<file path="src/include/ifh_pkg.sv">
// constants and carriers for the 802.15.4 frame handler
// assumes one 200 MHz clock and an external byte-wide frame memory
package ifh_pkg;

   // ------------------------------------------------
   // timing
   // ------------------------------------------------
   localparam int SYM_NS  = 16000;                 // symbol period, ns
   localparam int CLK_MHZ = 200;                   // system clock rate
   localparam int SYM_CYC = SYM_NS * CLK_MHZ / 1000; // cycles per symbol
   localparam int OCT_CYC = 2 * SYM_CYC;           // two symbols per octet

   // ------------------------------------------------
   // frame format
   // ------------------------------------------------
   localparam logic [2:0]  PRE_LEN = 3'h4;      // zero preamble octets
   localparam logic [7:0]  SFD_STD = 8'ha7;     // standard delimiter
   localparam logic [6:0]  MAX_LEN = 7'h7f;     // largest payload
   localparam logic [15:0] CRC_REV = 16'h8408;  // x16+x12+x5+1, lsb first
   localparam logic [15:0] POLY_RST = 16'h1021; // polynomial setting reset
   localparam logic [6:0]  FREQ_RST = 7'h05;    // lowest channel offset

   // ------------------------------------------------
   // register offsets and fields
   // ------------------------------------------------
   localparam logic [4:0] A_CTRL = 5'h00; // mode, crc enable, tx start
   localparam logic [4:0] A_SFD  = 5'h04; // delimiter value
   localparam logic [4:0] A_PTR  = 5'h08; // frame buffer pointer
   localparam logic [4:0] A_STAT = 5'h0c; // status, sticky events
   localparam logic [4:0] A_FREQ = 5'h10; // frequency setting
   localparam logic [4:0] A_CINI = 5'h14; // crc initial value
   localparam logic [4:0] A_POLY = 5'h18; // crc polynomial setting
   localparam logic [4:0] A_INFO = 5'h1c; // decoded frame control
   localparam int B_MODE = 0;  // ctrl: 250k o-qpsk mode enable
   localparam int B_CRC  = 1;  // ctrl: crc enable
   localparam int B_GO   = 2;  // ctrl: write one starts transmit
   localparam int B_BEG  = 16; // stat: sticky frame begin
   localparam int B_END  = 17; // stat: sticky frame end

   // ------------------------------------------------
   // carriers and states
   // ------------------------------------------------
   typedef struct packed {
      logic       valid; // one-cycle octet strobe
      logic [7:0] data;  // octet, lsb sent first
   } ifh_oct_t;

   typedef struct packed {
      logic        we;    // write strobe
      logic        re;    // read strobe, data next cycle
      logic [15:0] addr;  // byte address
      logic [7:0]  wdata; // write data
   } ifh_mem_t;

   typedef enum logic [7:0] {
      ST_IDLE = 8'h01, // hunting for preamble and delimiter
      ST_PRE  = 8'h02, // sending zero preamble
      ST_SFD  = 8'h04, // sending delimiter
      ST_PHR  = 8'h08, // sending length octet
      ST_TDAT = 8'h10, // sending payload
      ST_TCRC = 8'h20, // sending check octets
      ST_RLEN = 8'h40, // awaiting length octet
      ST_RDAT = 8'h80  // receiving payload
   } ifh_state_t;

endpackage : ifh_pkg

</file>
<file path="src/logic/ifh_frame_handler.sv">
// frame assembly and parsing for the 250 kbps o-qpsk 802.15.4 mode
// assumes synchronous octet strobes from the modem and a byte memory
// that answers a read in the following cycle
//
// The address-and-strobe port and the placing of the registers were decided locally.

// Notes on behaviour
// - mode bit enables 250k o-qpsk framing
// - timing based on 16 us symbols
// - payload at most 127 octets, 125 with crc
// - four zero preamble octets lead each frame
// - delimiter 0xa7 by default, programmable
// - preamble and delimiter never touch memory
// - length from low seven bits, all eight reported
// - length octet first at buffer pointer
// - zero length received frames dropped, no begin event
// - n data octets, last two are crc
// - crc-16 appended on transmit, checked on receive
// - frame control captured raw, only its addressing modes and bit 6 decoded
// - sequence number captured per frame
// - addressing field length derived, zero to 20
// - crc initial value zero, programmable
// - received crc octets not written to memory
// - tx crc computed from first payload octet
module ifh_frame_handler #(
   parameter int OCT_CYC = ifh_pkg::OCT_CYC // cycles per octet
)(
   input  wire logic             sys_clk,
   input  wire logic             resetn,
   input  wire logic [4:0]       reg_addr,
   input  wire logic [31:0]      reg_wdata,
   input  wire logic             reg_wr,
   input  wire logic             reg_rd,
   output logic [31:0]           reg_rdata,
   input  wire ifh_pkg::ifh_oct_t air_rx,
   output ifh_pkg::ifh_oct_t     air_tx,
   output ifh_pkg::ifh_mem_t     mem_req,
   input  wire logic [7:0]       mem_rdata,
   output logic                  frame_begin_event,
   output logic                  frame_end_event,
   output logic                  crc_result_flag,
   output logic [6:0]            rf_freq_offset
);

   // ------------------------------------------------
   // declarations
   // ------------------------------------------------
   localparam int DW = $clog2(OCT_CYC);
   ifh_pkg::ifh_state_t st_q;           // main sequencer
   logic [DW-1:0]       div_q;          // octet divider
   logic [1:0]          ctrl_q;         // mode, crc enable
   logic [7:0]          sfd_q;          // delimiter
   logic [15:0]         ptr_q;          // frame buffer pointer
   logic [6:0]          freq_q;         // frequency setting
   logic [15:0]         cini_q;         // crc initial value
   logic [15:0]         poly_q;         // crc polynomial setting
   logic [1:0]          evt_q;          // sticky begin and end
   logic [7:0]          phr_q;          // last length octet, 8 bits
   logic [7:0]          buf_q;          // prefetched tx octet
   logic                rdp_q;          // read answer due
   logic [6:0]          cnt_q;          // octets left
   logic [2:0]          zc_q;           // preamble zeros seen
   logic [15:0]         crc_q;          // running crc
   logic [15:0]         addr_q;         // next memory address
   logic [7:0]          pos_q;          // rx payload position
   logic [15:0]         fcf_q;          // frame control field
   logic [7:0]          seq_q;          // sequence number
   logic                crc_ok_q;       // crc result
   logic                beg_q;          // begin event pulse
   logic                end_q;          // end event pulse
   ifh_pkg::ifh_oct_t   tx_q;           // air output
   ifh_pkg::ifh_mem_t   mem_q;          // memory request
   logic [31:0]         rd_q;           // read data

   // ------------------------------------------------
   // crc byte update, lsb first
   // ------------------------------------------------
   function automatic logic [15:0] crc8(input logic [15:0] c, input logic [7:0] d);
      logic [15:0] r;
      r = c;
      for (int i = 0; i < 8; i++) begin
         // shift one data bit through the reflected register
         r = (r[0] ^ d[i]) ? ((r >> 1) ^ ifh_pkg::CRC_REV) : (r >> 1);
      end
      return r;
   endfunction : crc8

   // ------------------------------------------------
   // decode and selection
   // ------------------------------------------------
   wire mode_en = ctrl_q[ifh_pkg::B_MODE];
   wire crc_en  = ctrl_q[ifh_pkg::B_CRC];
   wire tick    = (div_q == DW'(OCT_CYC - 1));
   wire wr_ctrl = reg_wr && (reg_addr == ifh_pkg::A_CTRL);
   wire go      = wr_ctrl && reg_wdata[ifh_pkg::B_GO] && reg_wdata[ifh_pkg::B_MODE]
                  && (st_q == ifh_pkg::ST_IDLE);
   wire rx_ok   = air_rx.valid && mode_en;
   wire [6:0] rlen = air_rx.data[6:0];
   wire [6:0] tlen = buf_q[6:0];
   // payload octets fetched from memory; crc octets are made here
   wire [6:0] tdat = !crc_en ? tlen : (tlen < 7'h2) ? 7'h0 : tlen - 7'h2;
   wire [15:0] crc_nxt = crc8(crc_q, air_rx.data);
   wire [15:0] crc_tx  = crc8(crc_q, buf_q);
   // crc octets of a received frame stay out of memory
   wire rx_keep = !crc_en || (cnt_q > 7'h2);
   wire sfd_hit = rx_ok && (zc_q == ifh_pkg::PRE_LEN) && (air_rx.data == sfd_q);
   // addressing length from frame control modes
   wire [1:0] dmode = fcf_q[11:10];
   wire [1:0] smode = fcf_q[15:14];
   wire [4:0] dlen = dmode[1] ? (dmode[0] ? 5'd10 : 5'd4) : 5'd0;
   wire [4:0] slen = smode[1] ? (smode[0] ? 5'd8 : 5'd2) : 5'd0;
   wire [4:0] span = (smode[1] && !fcf_q[6]) ? 5'd2 : 5'd0;
   wire [4:0] alen = dlen + slen + span;
   wire [1:0] evt_set = {end_q, beg_q};
   wire [1:0] evt_clr = (reg_wr && reg_addr == ifh_pkg::A_STAT)
                        ? reg_wdata[ifh_pkg::B_END:ifh_pkg::B_BEG] : 2'b00;
   wire is_tx = st_q inside {ifh_pkg::ST_PRE, ifh_pkg::ST_SFD, ifh_pkg::ST_PHR,
                             ifh_pkg::ST_TDAT, ifh_pkg::ST_TCRC};
   wire is_rx = st_q inside {ifh_pkg::ST_RLEN, ifh_pkg::ST_RDAT};
   wire [31:0] stat_w = {14'h0, evt_q, phr_q, 5'h0, is_rx, is_tx, crc_ok_q};
   wire [31:0] info_w = {3'h0, alen, seq_q, fcf_q};

   // read mux, unmapped offsets answer zero
   wire [31:0] rmux =
      (reg_addr == ifh_pkg::A_CTRL) ? {30'h0, ctrl_q[1:0]} :
      (reg_addr == ifh_pkg::A_SFD)  ? {24'h0, sfd_q} :
      (reg_addr == ifh_pkg::A_PTR)  ? {16'h0, ptr_q} :
      (reg_addr == ifh_pkg::A_STAT) ? stat_w :
      (reg_addr == ifh_pkg::A_FREQ) ? {25'h0, freq_q} :
      (reg_addr == ifh_pkg::A_CINI) ? {16'h0, cini_q} :
      (reg_addr == ifh_pkg::A_POLY) ? {16'h0, poly_q} :
      (reg_addr == ifh_pkg::A_INFO) ? info_w : 32'h0;

   assign reg_rdata         = rd_q;
   assign air_tx            = tx_q;
   assign mem_req           = mem_q;
   assign frame_begin_event = beg_q;
   assign frame_end_event   = end_q;
   assign crc_result_flag   = crc_ok_q;
   assign rf_freq_offset    = freq_q;

   // ------------------------------------------------
   // register file
   // ------------------------------------------------
   // settings and read data; sticky set beats a same-cycle clear
   always_ff @(posedge sys_clk or negedge resetn) begin
      if (!resetn) begin
         ctrl_q <= 2'h0;
         sfd_q  <= ifh_pkg::SFD_STD;
         ptr_q  <= 16'h0;
         freq_q <= ifh_pkg::FREQ_RST;
         cini_q <= 16'h0;
         poly_q <= ifh_pkg::POLY_RST;
         evt_q  <= 2'b00;
         rd_q   <= 32'h0;
      end else begin
         evt_q <= (evt_q & ~evt_clr) | evt_set;
         rd_q  <= reg_rd ? rmux : 32'h0;
         if (wr_ctrl) ctrl_q <= reg_wdata[1:0];
         if (reg_wr && reg_addr == ifh_pkg::A_SFD) sfd_q <= reg_wdata[7:0];
         if (reg_wr && reg_addr == ifh_pkg::A_PTR) ptr_q <= reg_wdata[15:0];
         if (reg_wr && reg_addr == ifh_pkg::A_FREQ) freq_q <= reg_wdata[6:0];
         if (reg_wr && reg_addr == ifh_pkg::A_CINI) cini_q <= reg_wdata[15:0];
         if (reg_wr && reg_addr == ifh_pkg::A_POLY) poly_q <= reg_wdata[15:0];
      end
   end

   // ------------------------------------------------
   // octet divider
   // ------------------------------------------------
   // restarts with each transmit so the first octet is a full period out
   always_ff @(posedge sys_clk or negedge resetn) begin
      if (!resetn) div_q <= '0;
      else if (go || tick) div_q <= '0;
      else div_q <= div_q + 1'b1;
   end

   // ------------------------------------------------
   // memory read answer
   // ------------------------------------------------
   always_ff @(posedge sys_clk or negedge resetn) begin
      if (!resetn) begin
         rdp_q <= 1'b0;
         buf_q <= 8'h0;
      end else begin
         rdp_q <= mem_q.re;
         if (rdp_q) buf_q <= mem_rdata;
      end
   end

   // ------------------------------------------------
   // sequencer
   // ------------------------------------------------
   // half duplex: air input is ignored while sending
   always_ff @(posedge sys_clk or negedge resetn) begin
      if (!resetn) begin
         st_q <= ifh_pkg::ST_IDLE;
         cnt_q <= 7'h0;
         zc_q <= 3'h0;
         crc_q <= 16'h0;
         addr_q <= 16'h0;
         pos_q <= 8'h0;
         fcf_q <= 16'h0;
         seq_q <= 8'h0;
         phr_q <= 8'h0;
         crc_ok_q <= 1'b0;
         beg_q <= 1'b0;
         end_q <= 1'b0;
         tx_q <= '0;
         mem_q <= '0;
      end else begin
         beg_q <= 1'b0;
         end_q <= 1'b0;
         tx_q.valid <= 1'b0;
         mem_q.we <= 1'b0;
         mem_q.re <= 1'b0;
         case (st_q)
            ifh_pkg::ST_IDLE: begin
               // fetch the length octet, then start the preamble
               if (go) begin
                  mem_q.re <= 1'b1;
                  mem_q.addr <= ptr_q;
                  addr_q <= ptr_q + 16'h1;
                  cnt_q <= {4'h0, ifh_pkg::PRE_LEN};
                  st_q <= ifh_pkg::ST_PRE;
               end else if (sfd_hit) begin
                  zc_q <= 3'h0;
                  st_q <= ifh_pkg::ST_RLEN;
               end else if (rx_ok) begin
                  // count zero octets, saturating at the preamble length
                  if (air_rx.data != 8'h0) zc_q <= 3'h0;
                  else if (zc_q != ifh_pkg::PRE_LEN) zc_q <= zc_q + 3'h1;
               end
            end
            ifh_pkg::ST_PRE: if (tick) begin
               tx_q <= '{valid: 1'b1, data: 8'h0};
               cnt_q <= cnt_q - 7'h1;
               if (cnt_q == 7'h1) st_q <= ifh_pkg::ST_SFD;
            end
            ifh_pkg::ST_SFD: if (tick) begin
               tx_q <= '{valid: 1'b1, data: sfd_q};
               st_q <= ifh_pkg::ST_PHR;
            end
            ifh_pkg::ST_PHR: if (tick) begin
               // all eight bits of the stored length go out
               tx_q <= '{valid: 1'b1, data: buf_q};
               crc_q <= cini_q;
               cnt_q <= tdat;
               if (tdat != 7'h0) begin
                  mem_q.re <= 1'b1;
                  mem_q.addr <= addr_q;
                  addr_q <= addr_q + 16'h1;
                  st_q <= ifh_pkg::ST_TDAT;
               end else if (crc_en) begin
                  cnt_q <= 7'h2;
                  st_q <= ifh_pkg::ST_TCRC;
               end else begin
                  end_q <= 1'b1;
                  st_q <= ifh_pkg::ST_IDLE;
               end
            end
            ifh_pkg::ST_TDAT: if (tick) begin
               tx_q <= '{valid: 1'b1, data: buf_q};
               crc_q <= crc_tx;
               cnt_q <= cnt_q - 7'h1;
               if (cnt_q != 7'h1) begin
                  mem_q.re <= 1'b1;
                  mem_q.addr <= addr_q;
                  addr_q <= addr_q + 16'h1;
               end else if (crc_en) begin
                  cnt_q <= 7'h2;
                  st_q <= ifh_pkg::ST_TCRC;
               end else begin
                  end_q <= 1'b1;
                  st_q <= ifh_pkg::ST_IDLE;
               end
            end
            ifh_pkg::ST_TCRC: if (tick) begin
               // low octet of the check first, then the high octet
               tx_q <= '{valid: 1'b1, data: crc_q[7:0]};
               crc_q <= {8'h0, crc_q[15:8]};
               cnt_q <= cnt_q - 7'h1;
               if (cnt_q == 7'h1) begin
                  end_q <= 1'b1;
                  st_q <= ifh_pkg::ST_IDLE;
               end
            end
            ifh_pkg::ST_RLEN: if (rx_ok) begin
               phr_q <= air_rx.data;
               if (rlen == 7'h0) begin
                  st_q <= ifh_pkg::ST_IDLE;
               end else begin
                  mem_q <= '{we: 1'b1, re: 1'b0, addr: ptr_q, wdata: air_rx.data};
                  addr_q <= ptr_q + 16'h1;
                  beg_q <= 1'b1;
                  cnt_q <= rlen;
                  crc_q <= cini_q;
                  pos_q <= 8'h0;
                  st_q <= ifh_pkg::ST_RDAT;
               end
            end
            ifh_pkg::ST_RDAT: if (rx_ok) begin
               crc_q <= crc_nxt;
               cnt_q <= cnt_q - 7'h1;
               pos_q <= pos_q + 8'h1;
               if (rx_keep) begin
                  mem_q <= '{we: 1'b1, re: 1'b0, addr: addr_q, wdata: air_rx.data};
                  addr_q <= addr_q + 16'h1;
               end
               // frame control and sequence number
               if (pos_q == 8'h0) fcf_q[7:0] <= air_rx.data;
               if (pos_q == 8'h1) fcf_q[15:8] <= air_rx.data;
               if (pos_q == 8'h2) seq_q <= air_rx.data;
               if (cnt_q == 7'h1) begin
                  // residue over data and check is zero for a good frame
                  crc_ok_q <= crc_en && (crc_nxt == 16'h0);
                  end_q <= 1'b1;
                  st_q <= ifh_pkg::ST_IDLE;
               end
            end
            default: st_q <= ifh_pkg::ST_IDLE;
         endcase
         // leaving the mode abandons any frame in progress
         if (!mode_en && st_q != ifh_pkg::ST_IDLE) st_q <= ifh_pkg::ST_IDLE;
      end
   end
endmodule : ifh_frame_handler

</file>
<file path="config.mk">
export PLATFORM = sky130hd
export DESIGN_NAME = ifh_frame_handler
export DESIGN_NICKNAME = d
export VERILOG_FILES = /design/src/include/ifh_pkg.sv /design/src/logic/ifh_frame_handler.sv
export SDC_FILE = /design/constraint.sdc
export NUM_CORES = 1
export LEC_CHECK = 0
export ABC_CLOCK_PERIOD_IN_PS = 4900
export BUFFER_PORTS_ARGS = -buffer_cell sky130_fd_sc_hd__buf_2
export CAP_MARGIN = 20
export CORE_MARGIN = 2
export CORE_UTILIZATION = 60
export CTS_CLUSTER_SIZE = 28
export DETAILED_ROUTE_END_ITERATION = 10
export PLACE_DENSITY = 0.79
export SYNTH_ARGS = -nofsm -noshare
export SYNTH_HDL_FRONTEND = slang
export SYNTH_SLANG_ARGS = --single-unit
</file>
<file path="constraint.sdc">
create_clock -name sys_clk -period 4.9 [get_ports sys_clk]
set_input_delay 0.98 -clock sys_clk [delete_from_list [all_inputs] [get_ports sys_clk]]
set_output_delay 0.98 -clock sys_clk [all_outputs]
set_load 0.1 [all_outputs]
</file>
# Yosys cells after proc, flatten, opt, wreduce, memory -nomap -nowiden
# Cells that the tools add are included.
[word_totals] n_memories=0 register_bits=246 elab_cells=291 rom_bits=0 latchBits=0 mem_bits_rw=0
[op_classes] shifts=0 div=0 order_cmp=2 mux=117 addsub=9 n_mul=0 n_reduce_logical=50 bitwise_logic=35 n_eq_ne=48
[ops] cell="two-way mux 16 bit" n=31
[ops] cell="two-way mux 29 bit" n=9
[ops] cell="case mux 16 bit (5 select lines)" n=2
[ops] cell="two-way mux 8 bit" n=17
[ops] cell="two-way mux 26 bit" n=4
[ops] cell="two-way mux 7 bit" n=13
[ops] cell="two-way mux 17 bit" n=5
[ops] cell="case mux 17 bit (5 select lines)" n=1
[ops] cell="case mux 8 bit (8 select lines)" n=1
[ops] cell="NOT 2 -> 3 bit" n=15
[ops] cell="case mux 7 bit (6 select lines)" n=1
[ops] cell="two-way mux 9 bit" n=4
[ops] cell="case mux 9 bit (4 select lines)" n=1
[ops] cell="adder 16 x 1 -> 16 bit (second input constant)" n=2
[ops] cell="case mux 8 bit (2 select lines)" n=2
[ops] cell="inequality test 3 x 2 -> 1 bit (second input constant)" n=8
[ops] cell="== test 5 bit (second input constant)" n=4
[ops] cell="inequality test 2 bit (second input constant)" n=10
[ops] cell="AND reduction 10 bit" n=2
[ops] cell="== test 8 x 1 -> 1 bit (second input constant)" n=2
[ops] cell="== test 8 x 2 -> 1 bit (second input constant)" n=2
[ops] cell="logical AND 1 bit" n=16
[ops] cell="zero test 16 bit" n=1
[ops] cell="two-way mux 4 bit" n=4
[ops] cell="58 further kinds" n=104

# Logic depth before layout (Yosys ltp)
# Gate-level depths: netlist of run 1.
[depth] depth_word=18 depth_mapped=16 mapped_depth_nobuf=13

# Least setup slack after synthesis of run 1
# Ideal clock, no wire load.
[synth_path] kind="register to register" start="register st_q[1]" end="register addr_q[14]" arrival_ns=3.790 t_required_ns=4.771 path_stages_with_launch=16 path_buffers=2 setup_slack_ns=0.981 setup_ns=0.129 cell_sequence="dfrtp_1 or4_4 or4_4 nand2_4 buf_2 buf_2 nand2_1 nand2_1 ha_1 nand3_1 or3_1 nor3_1 o22ai_1 and2_0 o31ai_1 o21ai_1"
[synth_via] elab_chain_cells=4 word_cells_on_any_way=18 classes_between="14 x eq/ne; 1 x mux; 3 x reduce/logical"
[synth_rtl] element="from (decl)" line_no="ifh_frame_handler.sv:49" source="ifh_pkg::ifh_state_t st_q;"
[synth_rtl] element="from (signal assigned)" line_no="ifh_frame_handler.sv:197" source="st_q <= ifh_pkg::ST_IDLE;"
[synth_rtl] element="from (signal assigned)" line_no="ifh_frame_handler.sv:225" source="st_q <= ifh_pkg::ST_PRE;"
[synth_rtl] element="from (signal assigned)" line_no="ifh_frame_handler.sv:228" source="st_q <= ifh_pkg::ST_RLEN;"
[synth_rtl] element="== test 8 x 1 -> 1 bit" line_no="ifh_frame_handler.sv:96, ifh_frame_handler.sv:217"
[synth_rtl] element="logical AND 1 bit" line_no="ifh_frame_handler.sv:96" source="&& (st_q == ifh_pkg::ST_IDLE);"
[synth_rtl] element="inequality test 2 bit (no line)"
[synth_rtl] element="AND reduction 10 bit (no line)"
[synth_rtl] element="to (signal assigned)" line_no="ifh_frame_handler.sv:223" source="addr_q <= ptr_q + 16'h1;"
[synth_rtl] element="to (signal assigned)" line_no="ifh_frame_handler.sv:252" source="addr_q <= addr_q + 16'h1;"
[synth_rtl] element="to (signal assigned)" line_no="ifh_frame_handler.sv:269" source="addr_q <= addr_q + 16'h1;"
[synth_rtl] element="to (decl)" line_no="ifh_frame_handler.sv:64" source="logic [15:0] addr_q;"
# Several ways; a longest one is shown, not always the timed one.
# A chain may end at the register's enable or synchronous reset.

# Final worst setup path of run 1
# Same ends and word-level chain as after synthesis.

==> results.yml, run 1 <==
cts:
  h-tree-depth: 1
  cts_root_buf: "clkbuf_16"
  clock_latency_ns: 0.55
  clock_sinks: 245
  max-clock-path-buffers: 3
  numCtsBuffers: 27
  clkTransAtPathRegs_ns: 0.06
  cts_tree: "built"
  hold_buffers: 0
  cts_resized: 0
  cts_setup_buffers: 0
logic_synthesis:
  async_flop_share_pct: 100
  synth_area_sq_um: 12800
  yosysSeqAreaShare_pct: 47.9
  synth_edf_count: 0
  synthFlopType: "dfrtp_1"
  avgSynthCellArea_sq_um: 10.4
  ys_seq_elements: 245
  ys_warn_count: 0
  synth_cell_types: 90
  syn_inst: 1238
final_layout:
  utilization_pct: 68.6
  regArea_sq_um: 6140
  drive_gt1_share_pct: 24.4
  final_cell_mix: "dfrtp_1, buf_2, nand2_1, mux2_2, nor2_1"
  multi_input_area_sq_um: 6230
  final_cell_area_sq_um: 14400
  syn_to_final_growth_pct: 12.6
  fillers: 1601
  design.final.nets: 1400
  final_common_cell: "dfrtp_1"
floorplan:
  start_util_pct: 61.0
  rows: 53
  die-height_um: 150
  die_area_sq_um: 22500
  ios: 135
  die_width_um: 150
  core_area_sq_um: 21000
timing:
  rsz0062_at_grt: "no"
  fin_crit_ns: 4.24
  hold_violations: 0
  maxSlewViolCount: 0
  timing.final.crit_share_pct: 86.6
  relSlewSlack_pct: 42.5
  worst_slew_pin_slew_ns: 0.860
  fin_skew_ns: 0.0202
  setup_viol: 0
  tns_ns: 0
  fmax_mhz: 236
placed_design:
  gp_congestion: 0.947
  place_hpwl_um: 26000
  place_area_sq_um: 13500
  portBuffers: 116
routing:
  met1_length_um: 15000
  vias: 10700
  via_per_inst: 6.57
  route.met2.wl_um: 17000
  drt-initial-drc-count: 1048
  wl_per_cell_um: 22.9
  dr.pass1.iters: 7
  drt_wl_total_um: 37300
  detail-route-antenna-nets: 0
  post-route-drc-count: 0
  wl_met3_um: 3930
  highest_layer: "met4"
worst_setup_path:
  arrival_ns: 4.65
  crit_path_end_kind: "register"
  cp_max_fo: 33
  crit_type: "register to register"
  cp.required_ns: 5.31
  r2r_start: "st_q[1]"
  critPathLaunchType: "register"
  crit_start: "st_q[1]"
  reg2reg_slack_ns: 0.66
  rr_endpoint: "addr_q[14]"
  reg2regPathDepth: 13
global_route:
  grt_pass1_vias: 10100
  grt_usage_pct: 33.1
  grt_pass1_wl_um: 57400
  grt_max_degree: 91
  antenna_found_initial: 2
  grt-ovfl-total: 0
run_status:
  run_status: "finished clean"
job:
  maxCapViolations: 0
pwr:
  powerDensity_nw_per_um2: 393
  power_mw: 5.66
  leakagePower_nw: 6.64
  peakVddDrop_mv: 0.266
min_path:
  min-delay-start: "mem_req[24]"
  hold_path.class: "register to register"
  holdPathStages: 0
  holdPathEnd: "rdp_q"
synth_stat cells, drive strengths merged, types with 18 or more instances:
library cell,instances,area [sq um]
dfrtp,234,5860
xor2,30,263
a31oi,18,119
a21oi,91,463
a22o,20,175
buf,27,176
mux2,108,1220
nand3,27,135
xnor2,37,324
o21ai,65,340
a21o,18,135
inv,26,97.6
nor2,103,392
clkbuf,49,185
nand2,107,412
a22oi,26,195
sequential cells by signal, indices dropped and copies added (netlist names), 8 cells and up:
name / flops
pos_q: 8
reg_rdata: 28
poly_q: 16
ptr_q: 16
addr_q: 16
mem_req: 26
fcf_q: 16
div_q: 13
seq_q: 8
crc_q: 16
st_q: 8
sfd_q: 8
air_tx: 9
phr_q: 8
cini_q: 16
buf_q: 8
cells by family after synthesis:
kind of cell	count (synthesis)	synth area share (%)
adders and majority gates	15	1.58
AOI/OAI and AO/OA	321	17.3
and+or+nand+nor	377	15.4
other	1	0.0293
buffers and inverters	102	3.58
DFF	245	47.9
muxes	110	9.65
xor gates and xnor gates	67	4.58
report_power, final:
part           internal, mW  switching [mW]  total, mW
logic                 0.394           0.653       1.05
registers              2.27           0.351       2.62
clock network          1.17           0.823       1.99
total                  3.84            1.83       5.66
final cells by class:
cell class / instances / share of cell area [%]
clock inverter: 10 / 0.798
tap: 275 / 2.39
antenna: 3 / 0.0520
sequential: 245 / 42.6
timing repair buffer: 133 / 5.12
clock buffer: 39 / 5.20
multi-input combinational: 894 / 43.2
inverter: 26 / 0.677
per-stage QoR:
stage / setup slack [ns] / hold slack (ns) / instances
after floorplan: 0.981 / 0.447 / 1241
after global placement: 0.769 / 0.359 / 1570
after detailed placement: 0.747 / 0.379 / 1570
after CTS: 0.710 / 0.393 / 1619
after global routing: 0.459 / 0.399 / 1624
final: 0.658 / 0.382 / 1625
worst max-delay path: stages, from the launching register on:
cell	delay [ns]
dfrtp_1	0.48
or4_4	0.63
or4_4	0.57
nand2_4	0.31
nand2_1	0.09
nand2_1	0.09
ha_1	0.30
nand3_1	0.17
or3_1	0.37
nor3_1	0.35
o22ai_1	0.23
and2_0	0.20
o31ai_1	0.21
o21ai_1	0.09
metal layers:
| metal | vias to the layer above | track usage [%] |
|---|---|---|
| met4 | 0 | 11.1 |
| met2 | 623 | 52.4 |
| met3 | 95 | 6.39 |
| met1 | 5246 | 46.3 |
| met5 | - | 0 |
| li1 | 4711 | - |
how the worst max path moves through the flow:
| stage | end | slack [ns] | cells past startpoint |
|---|---|---|---|
| after floorplan | addr_q[14] | 0.98 | 15 |
| after global placement | addr_q[14] | 0.77 | 13 |
| after detailed placement | addr_q[14] | 0.75 | 13 |
| after CTS | addr_q[14] | 0.71 | 13 |
| after global routing | addr_q[14] | 0.46 | 13 |
| final | addr_q[14] | 0.66 | 13 |
No activity file was read; power rests on OpenSTA's default activity.
==> inputs of run 2 (changes only) <==
==> constraint.sdc (replaced) <==
create_clock -name sys_clk -period 4.9 [get_ports sys_clk]
set_input_delay 0.245 -clock sys_clk [delete_from_list [all_inputs] [get_ports sys_clk]]
set_output_delay 0.245 -clock sys_clk [all_outputs]
set_load 0.1 [all_outputs]
==> run 2 against run 1 <==
Sequential power hardly changed. Non-clock buffer count is 14 higher. Clock power is 8% higher. Die area stayed put. Wire length is 1.7% higher. Highest routed layer unchanged. Sequential share of layout area is 0.65 points lower. Global-route usage is 0.70 points higher. Setup slack better by 0.082 ns. Hold slack worse by 0.36 ns. Flip-flop and latch count stayed put. Cell count is 0.74% higher. Total power is 3.5% higher.
==> results.yml, run 2 (synthesized netlist as in run 1, its figures left out) <==
timing:
  hold_violations: 0
  rsz0062_at_grt: "no"
  setup_viol: 0
  tns_ns: 0
  maxSlewViolCount: 0
  fin_crit_ns: 4.16
  fmax_mhz: 240
  worst_slew_pin_slew_ns: 1.01
  relSlewSlack_pct: 32.7
  fin_skew_ns: 0.0213
  timing.final.crit_share_pct: 84.9
floorplan:
  ios: 135
  core_area_sq_um: 21000
  die_area_sq_um: 22500
  die-height_um: 150
  start_util_pct: 61.0
  die_width_um: 150
  rows: 53
final_layout:
  fillers: 1578
  final_cell_area_sq_um: 14600
  drive_gt1_share_pct: 24.4
  final_cell_mix: "dfrtp_1, buf_2, nand2_1, mux2_2, nor2_1"
  final_common_cell: "dfrtp_1"
  utilization_pct: 69.7
  syn_to_final_growth_pct: 14.3
  largest_register_ffs: 28
  final_cells: 1637
  design.final.nets: 1413
placed_design:
  gp_congestion: 0.970
  place_area_sq_um: 13500
  dp.cells: 1569
  place_hpwl_um: 26100
  portBuffers: 116
worst_setup_path:
  crit_path_end_kind: "register"
  cp.required_ns: 5.32
  crit_type: "register to register"
  reg2regPathDepth: 13
  cp_max_fo: 33
  reg2reg_slack_ns: 0.74
  rr_endpoint: "addr_q[14]"
  critPathLaunchType: "register"
  crit_start: "st_q[1]"
  arrival_ns: 4.58
  r2r_start: "st_q[1]"
  crit_end: "addr_q[14]"
global_route:
  grt_usage_pct: 33.8
  grt_max_degree: 171
  grt_pass1_wl_um: 58300
  grt-ovfl-total: 0
  antenna_found_initial: 0
  grt_pass1_vias: 10200
cts:
  clock_sinks: 245
  max-clock-path-buffers: 3
  numCtsBuffers: 26
  clkTransAtPathRegs_ns: 0.07
  cts_tree: "built"
  h-tree-depth: 1
  cts_root_buf: "clkbuf_16"
  clock_latency_ns: 0.54
  cts_setup_buffers: 0
  cts_resized: 0
routing:
  via_per_inst: 6.48
  vias: 10600
  wl_met3_um: 3530
  dr.pass1.iters: 7
  highest_layer: "met4"
  route.met2.wl_um: 17400
  met1_length_um: 15500
  drt_wl_total_um: 37900
  post-route-drc-count: 0
  wl_per_cell_um: 23.1
  drt-initial-drc-count: 1003
  detail-route-antenna-nets: 0
job:
  maxCapViolations: 0
run_status:
  run_status: "finished clean"
pwr:
  powerDensity_nw_per_um2: 400
  peakVddDrop_mv: 0.287
  leakagePower_nw: 6.72
min_path:
  hold_path.class: "input port to register"
-- run 2: final cells by class --
type                            count  area, sq um  share of cell area, %
Clock buffer                       31          709                   4.84
Sequential cell                   245         6140                   41.9
Multi-Input combinational cell    894         6230                   42.5
Tap cell                          275          344                   2.35
Inverter                           26         97.6                  0.666
Clock inverter                     17          243                   1.66
Antenna cell                        2         5.00                 0.0342
Timing Repair Buffer              147          878                   6.00
-- run 2: where the power goes --
group          switching, mW  internal, mW  total (mW)
Combinational          0.665         0.402        1.07
Clock                  0.845          1.31        2.15
Sequential             0.374          2.27        2.64
-- run 2: worst min-delay path by stage --
stage | start | endpoint | slack [ns] | cells past startpoint
floorplan | resetn | addr_q[0] | -0.05 | 0
global placement | resetn | addr_q[0] | 0.25 | 1
detailed placement | resetn | addr_q[0] | 0.26 | 1
CTS | reg_wdata[7] | ptr_q[7] | 0.01 | 2
global route | reg_wdata[7] | ptr_q[7] | 0.03 | 2
finish | reg_wdata[16] | evt_q[0] | 0.03 | 3
-- run 2: stage by stage --
step / worst slack (ns) / hold WS [ns] / total power, mW
floorplan: 0.981 / -0.0506 / 3.33
global placement: 0.818 / 0.251 / 3.66
detailed placement: 0.769 / 0.258 / 3.70
CTS: 0.763 / 0.0111 / 5.85
global route: 0.512 / 0.0300 / 6.09
finish: 0.740 / 0.0265 / 5.86
-- run 2: repair_timing --
action                                  4_1_cts  5_1_grt
hold buffers                                 17        0
endpoints found under the hold margin        96        0
endpoints found under the setup margin        0        0
-- run 2: critical path, stage by stage (launching register included) --
cell and delay [ns]:
dfrtp_1 0.47, or4_4 0.63, or4_4 0.56, nand2_4 0.30, nand2_1 0.09, nand2_1 0.09, ha_1 0.30, nand3_1 0.16
or3_1 0.37, nor3_1 0.32, o22ai_1 0.23, and2_0 0.20, o31ai_1 0.23, o21ai_1 0.09
-- run 2: per-layer routing --
metal	GRT usage, %	vias up
met5	0	-
met4	10.8	0
met3	5.79	97
met2	53.9	545
met1	47.7	5220
li1	-	4742
==> inputs of run 3 (changes only) <==
--- a/config.mk
+++ b/config.mk
@@ -5,7 +5,7 @@
 export SDC_FILE = /design/constraint.sdc
 export NUM_CORES = 1
 export LEC_CHECK = 0
-export ABC_CLOCK_PERIOD_IN_PS = 4900
+export ABC_CLOCK_PERIOD_IN_PS = 4200
 export BUFFER_PORTS_ARGS = -buffer_cell sky130_fd_sc_hd__buf_2
 export CAP_MARGIN = 20
 export CORE_MARGIN = 2
==> constraint.sdc (replaced) <==
create_clock -name sys_clk -period 4.2 [get_ports sys_clk]
set_input_delay 0.21 -clock sys_clk [delete_from_list [all_inputs] [get_ports sys_clk]]
set_output_delay 0.21 -clock sys_clk [all_outputs]
set_load 0.1 [all_outputs]
==> run 3 against run 2 <==
Utilization down 0.089 points. Maximum frequency grew 5.6%. Clock skew decreased by 0.0076 ns. Critical path depth did not move. Setup slack got worse by 0.48 ns. Design area is 0.13% lower. Via count increased by 2.3%. Die area unchanged. Sequential power rose by 17%. Largest cell class unchanged. Highest routed layer unchanged.
==> results.yml, run 3 (synthesized netlist as in run 1, its figures left out) <==
cts:
  max-clock-path-buffers: 3
  numCtsBuffers: 26
  clock_sinks: 245
  cts_tree: "built"
  clock_latency_ns: 0.54
  cts_root_buf: "clkbuf_16"
  h-tree-depth: 1
  clkTransAtPathRegs_ns: 0.06
routing:
  drt_wl_total_um: 38000
  vias: 10800
  detail-route-antenna-nets: 0
  via_per_inst: 6.60
  wl_per_cell_um: 23.1
  drt-initial-drc-count: 1247
  post-route-drc-count: 0
  dr.pass1.iters: 7
floorplan:
  ios: 135
  die_width_um: 150
  core_area_sq_um: 21000
  die_area_sq_um: 22500
  rows: 53
  die-height_um: 150
  start_util_pct: 61.0
timing:
  relSlewSlack_pct: 36.2
  setup_viol: 0
  hold_violations: 0
  fin_ws_ns: 0.262
  timing.final.crit_share_pct: 93.8
  fin_crit_ns: 3.94
  fin_skew_ns: 0.0137
  worst_slew_pin_slew_ns: 0.953
  fmax_mhz: 254
  tns_ns: 0
  rsz0062_at_grt: "no"
  maxSlewViolCount: 0
global_route:
  antenna_found_initial: 1
  grt_pass1_vias: 10400
  grt_pass1_wl_um: 58700
  grt-ovfl-total: 0
  grt_usage_pct: 33.9
  grt_max_degree: 142
final_layout:
  design.final.nets: 1420
  final_cell_area_sq_um: 14600
  syn_to_final_growth_pct: 14.2
  largest_register_ffs: 28
  utilization_pct: 69.6
  drive_gt1_share_pct: 24.1
  final_common_cell: "dfrtp_1"
  final_cell_mix: "dfrtp_1, buf_2, nand2_1, mux2_2, nor2_1"
placed_design:
  place_hpwl_um: 26300
  gp_congestion: 0.986
  pre_cts_slack_ns: 0.183
  portBuffers: 116
  place_area_sq_um: 13600
pwr:
  pwr-share-seq_pct: 46.2
  p_int_mw: 4.52
  leakagePower_nw: 6.73
  powerDensity_nw_per_um2: 456
  sw_frac_of_total_pct: 32.2
  clockPowerShare_pct: 35.1
  p_sw_mw: 2.14
  peakVddDrop_mv: 0.265
  combPwrFrac_pct: 18.7
worst_setup_path:
  r2r_start: "st_q[1]"
  cp_max_fo: 11
  crit_start: "st_q[1]"
  crit_type: "register to register"
  crit_path_end_kind: "register"
  critPathLaunchType: "register"
  arrival_ns: 4.34
  cp.required_ns: 4.61
min_path:
  min-delay-start: "reg_rd"
  hold_path.class: "input port to register"
run_status:
  run_status: "finished clean"
job:
  maxCapViolations: 0
run 3: cell types whose count changed in the layout (fill, tap and decap cells not counted), sizes merged, moves of 2 or more:
cell | before | now
bufinv | 5 | 3
clkbuf | 31 | 39
buf | 130 | 135
clkinvlp | 4 | 1
dlygate4sd3 | 17 | 19
clkinv | 7 | 5
run 3: per-layer routing:
metal	up-vias	global-route usage (%)	routed length [um]
met1	5355	47.3	15300
met2	633	52.6	17400
met3	120	6.70	3850
met4	0	13.4	1470
li1	4739	-	-
met5	-	0	0
run 3: through the flow:
stage	hold WS [ns]	total power, mW	instances
after global routing	0.0253	6.91	1643
after CTS	0.0113	6.64	1641
after global placement	0.301	4.26	1574
final	0.0231	6.66	1643
after floorplan	-0.0856	3.89	1241
after detailed placement	0.293	4.30	1574
run 3: layout make-up:
cell class	instances	area, sq um
tap	275	344
multi-input combinational	894	6230
timing repair buffer	154	936
antenna	1	2.50
inverter	26	97.6
clock inverter	9	134
clock buffer	39	739
fill	1579	6390
sequential	245	6140
run 3: critical path, stage by stage, from the launching register on:
cell,delay (ns)
dfrtp_1,0.48
or4_4,0.63
or4_4,0.56
nand2_4,0.16
nand2_1,0.07
nand2_1,0.09
ha_1,0.32
nand3_1,0.17
or3_1,0.38
nor3_2,0.22
o22ai_1,0.19
and2_0,0.20
o31ai_1,0.24
o21ai_1,0.10
run 3: path summary, 6_finish.rpt:
kind,slack (ns),depth (start not counted),to
worst max-delay path,0.26,13,addr_q[14]
worst min-delay path,0.02,2,reg_rdata[1]
worst max register to register,0.26,13,addr_q[14]
worst min register to register,0.38,0,rdp_q
max in group asynchronous,2.68,3,buf_q[3]
min in group asynchronous,0.28,2,mem_req[11]
run 3: timing repair:
item                       CTS  global route
setup endpoints to repair    0             1
hold endpoints to repair   138             0
gates resized for setup      0             1
setup buffers                0             0
hold buffers                19             0
run 3: power groups by stage:
| stage | logic (mW) | registers [mW] | clock network, mW |
|---|---|---|---|
| detailed placement | 1.22 | 3.09 | 0 |
| global route | 1.35 | 3.10 | 2.46 |
| finish | 1.24 | 3.08 | 2.34 |
| global placement | 1.18 | 3.08 | 0 |
| floorplan | 0.832 | 3.06 | 0 |
| CTS | 1.24 | 3.05 | 2.36 |
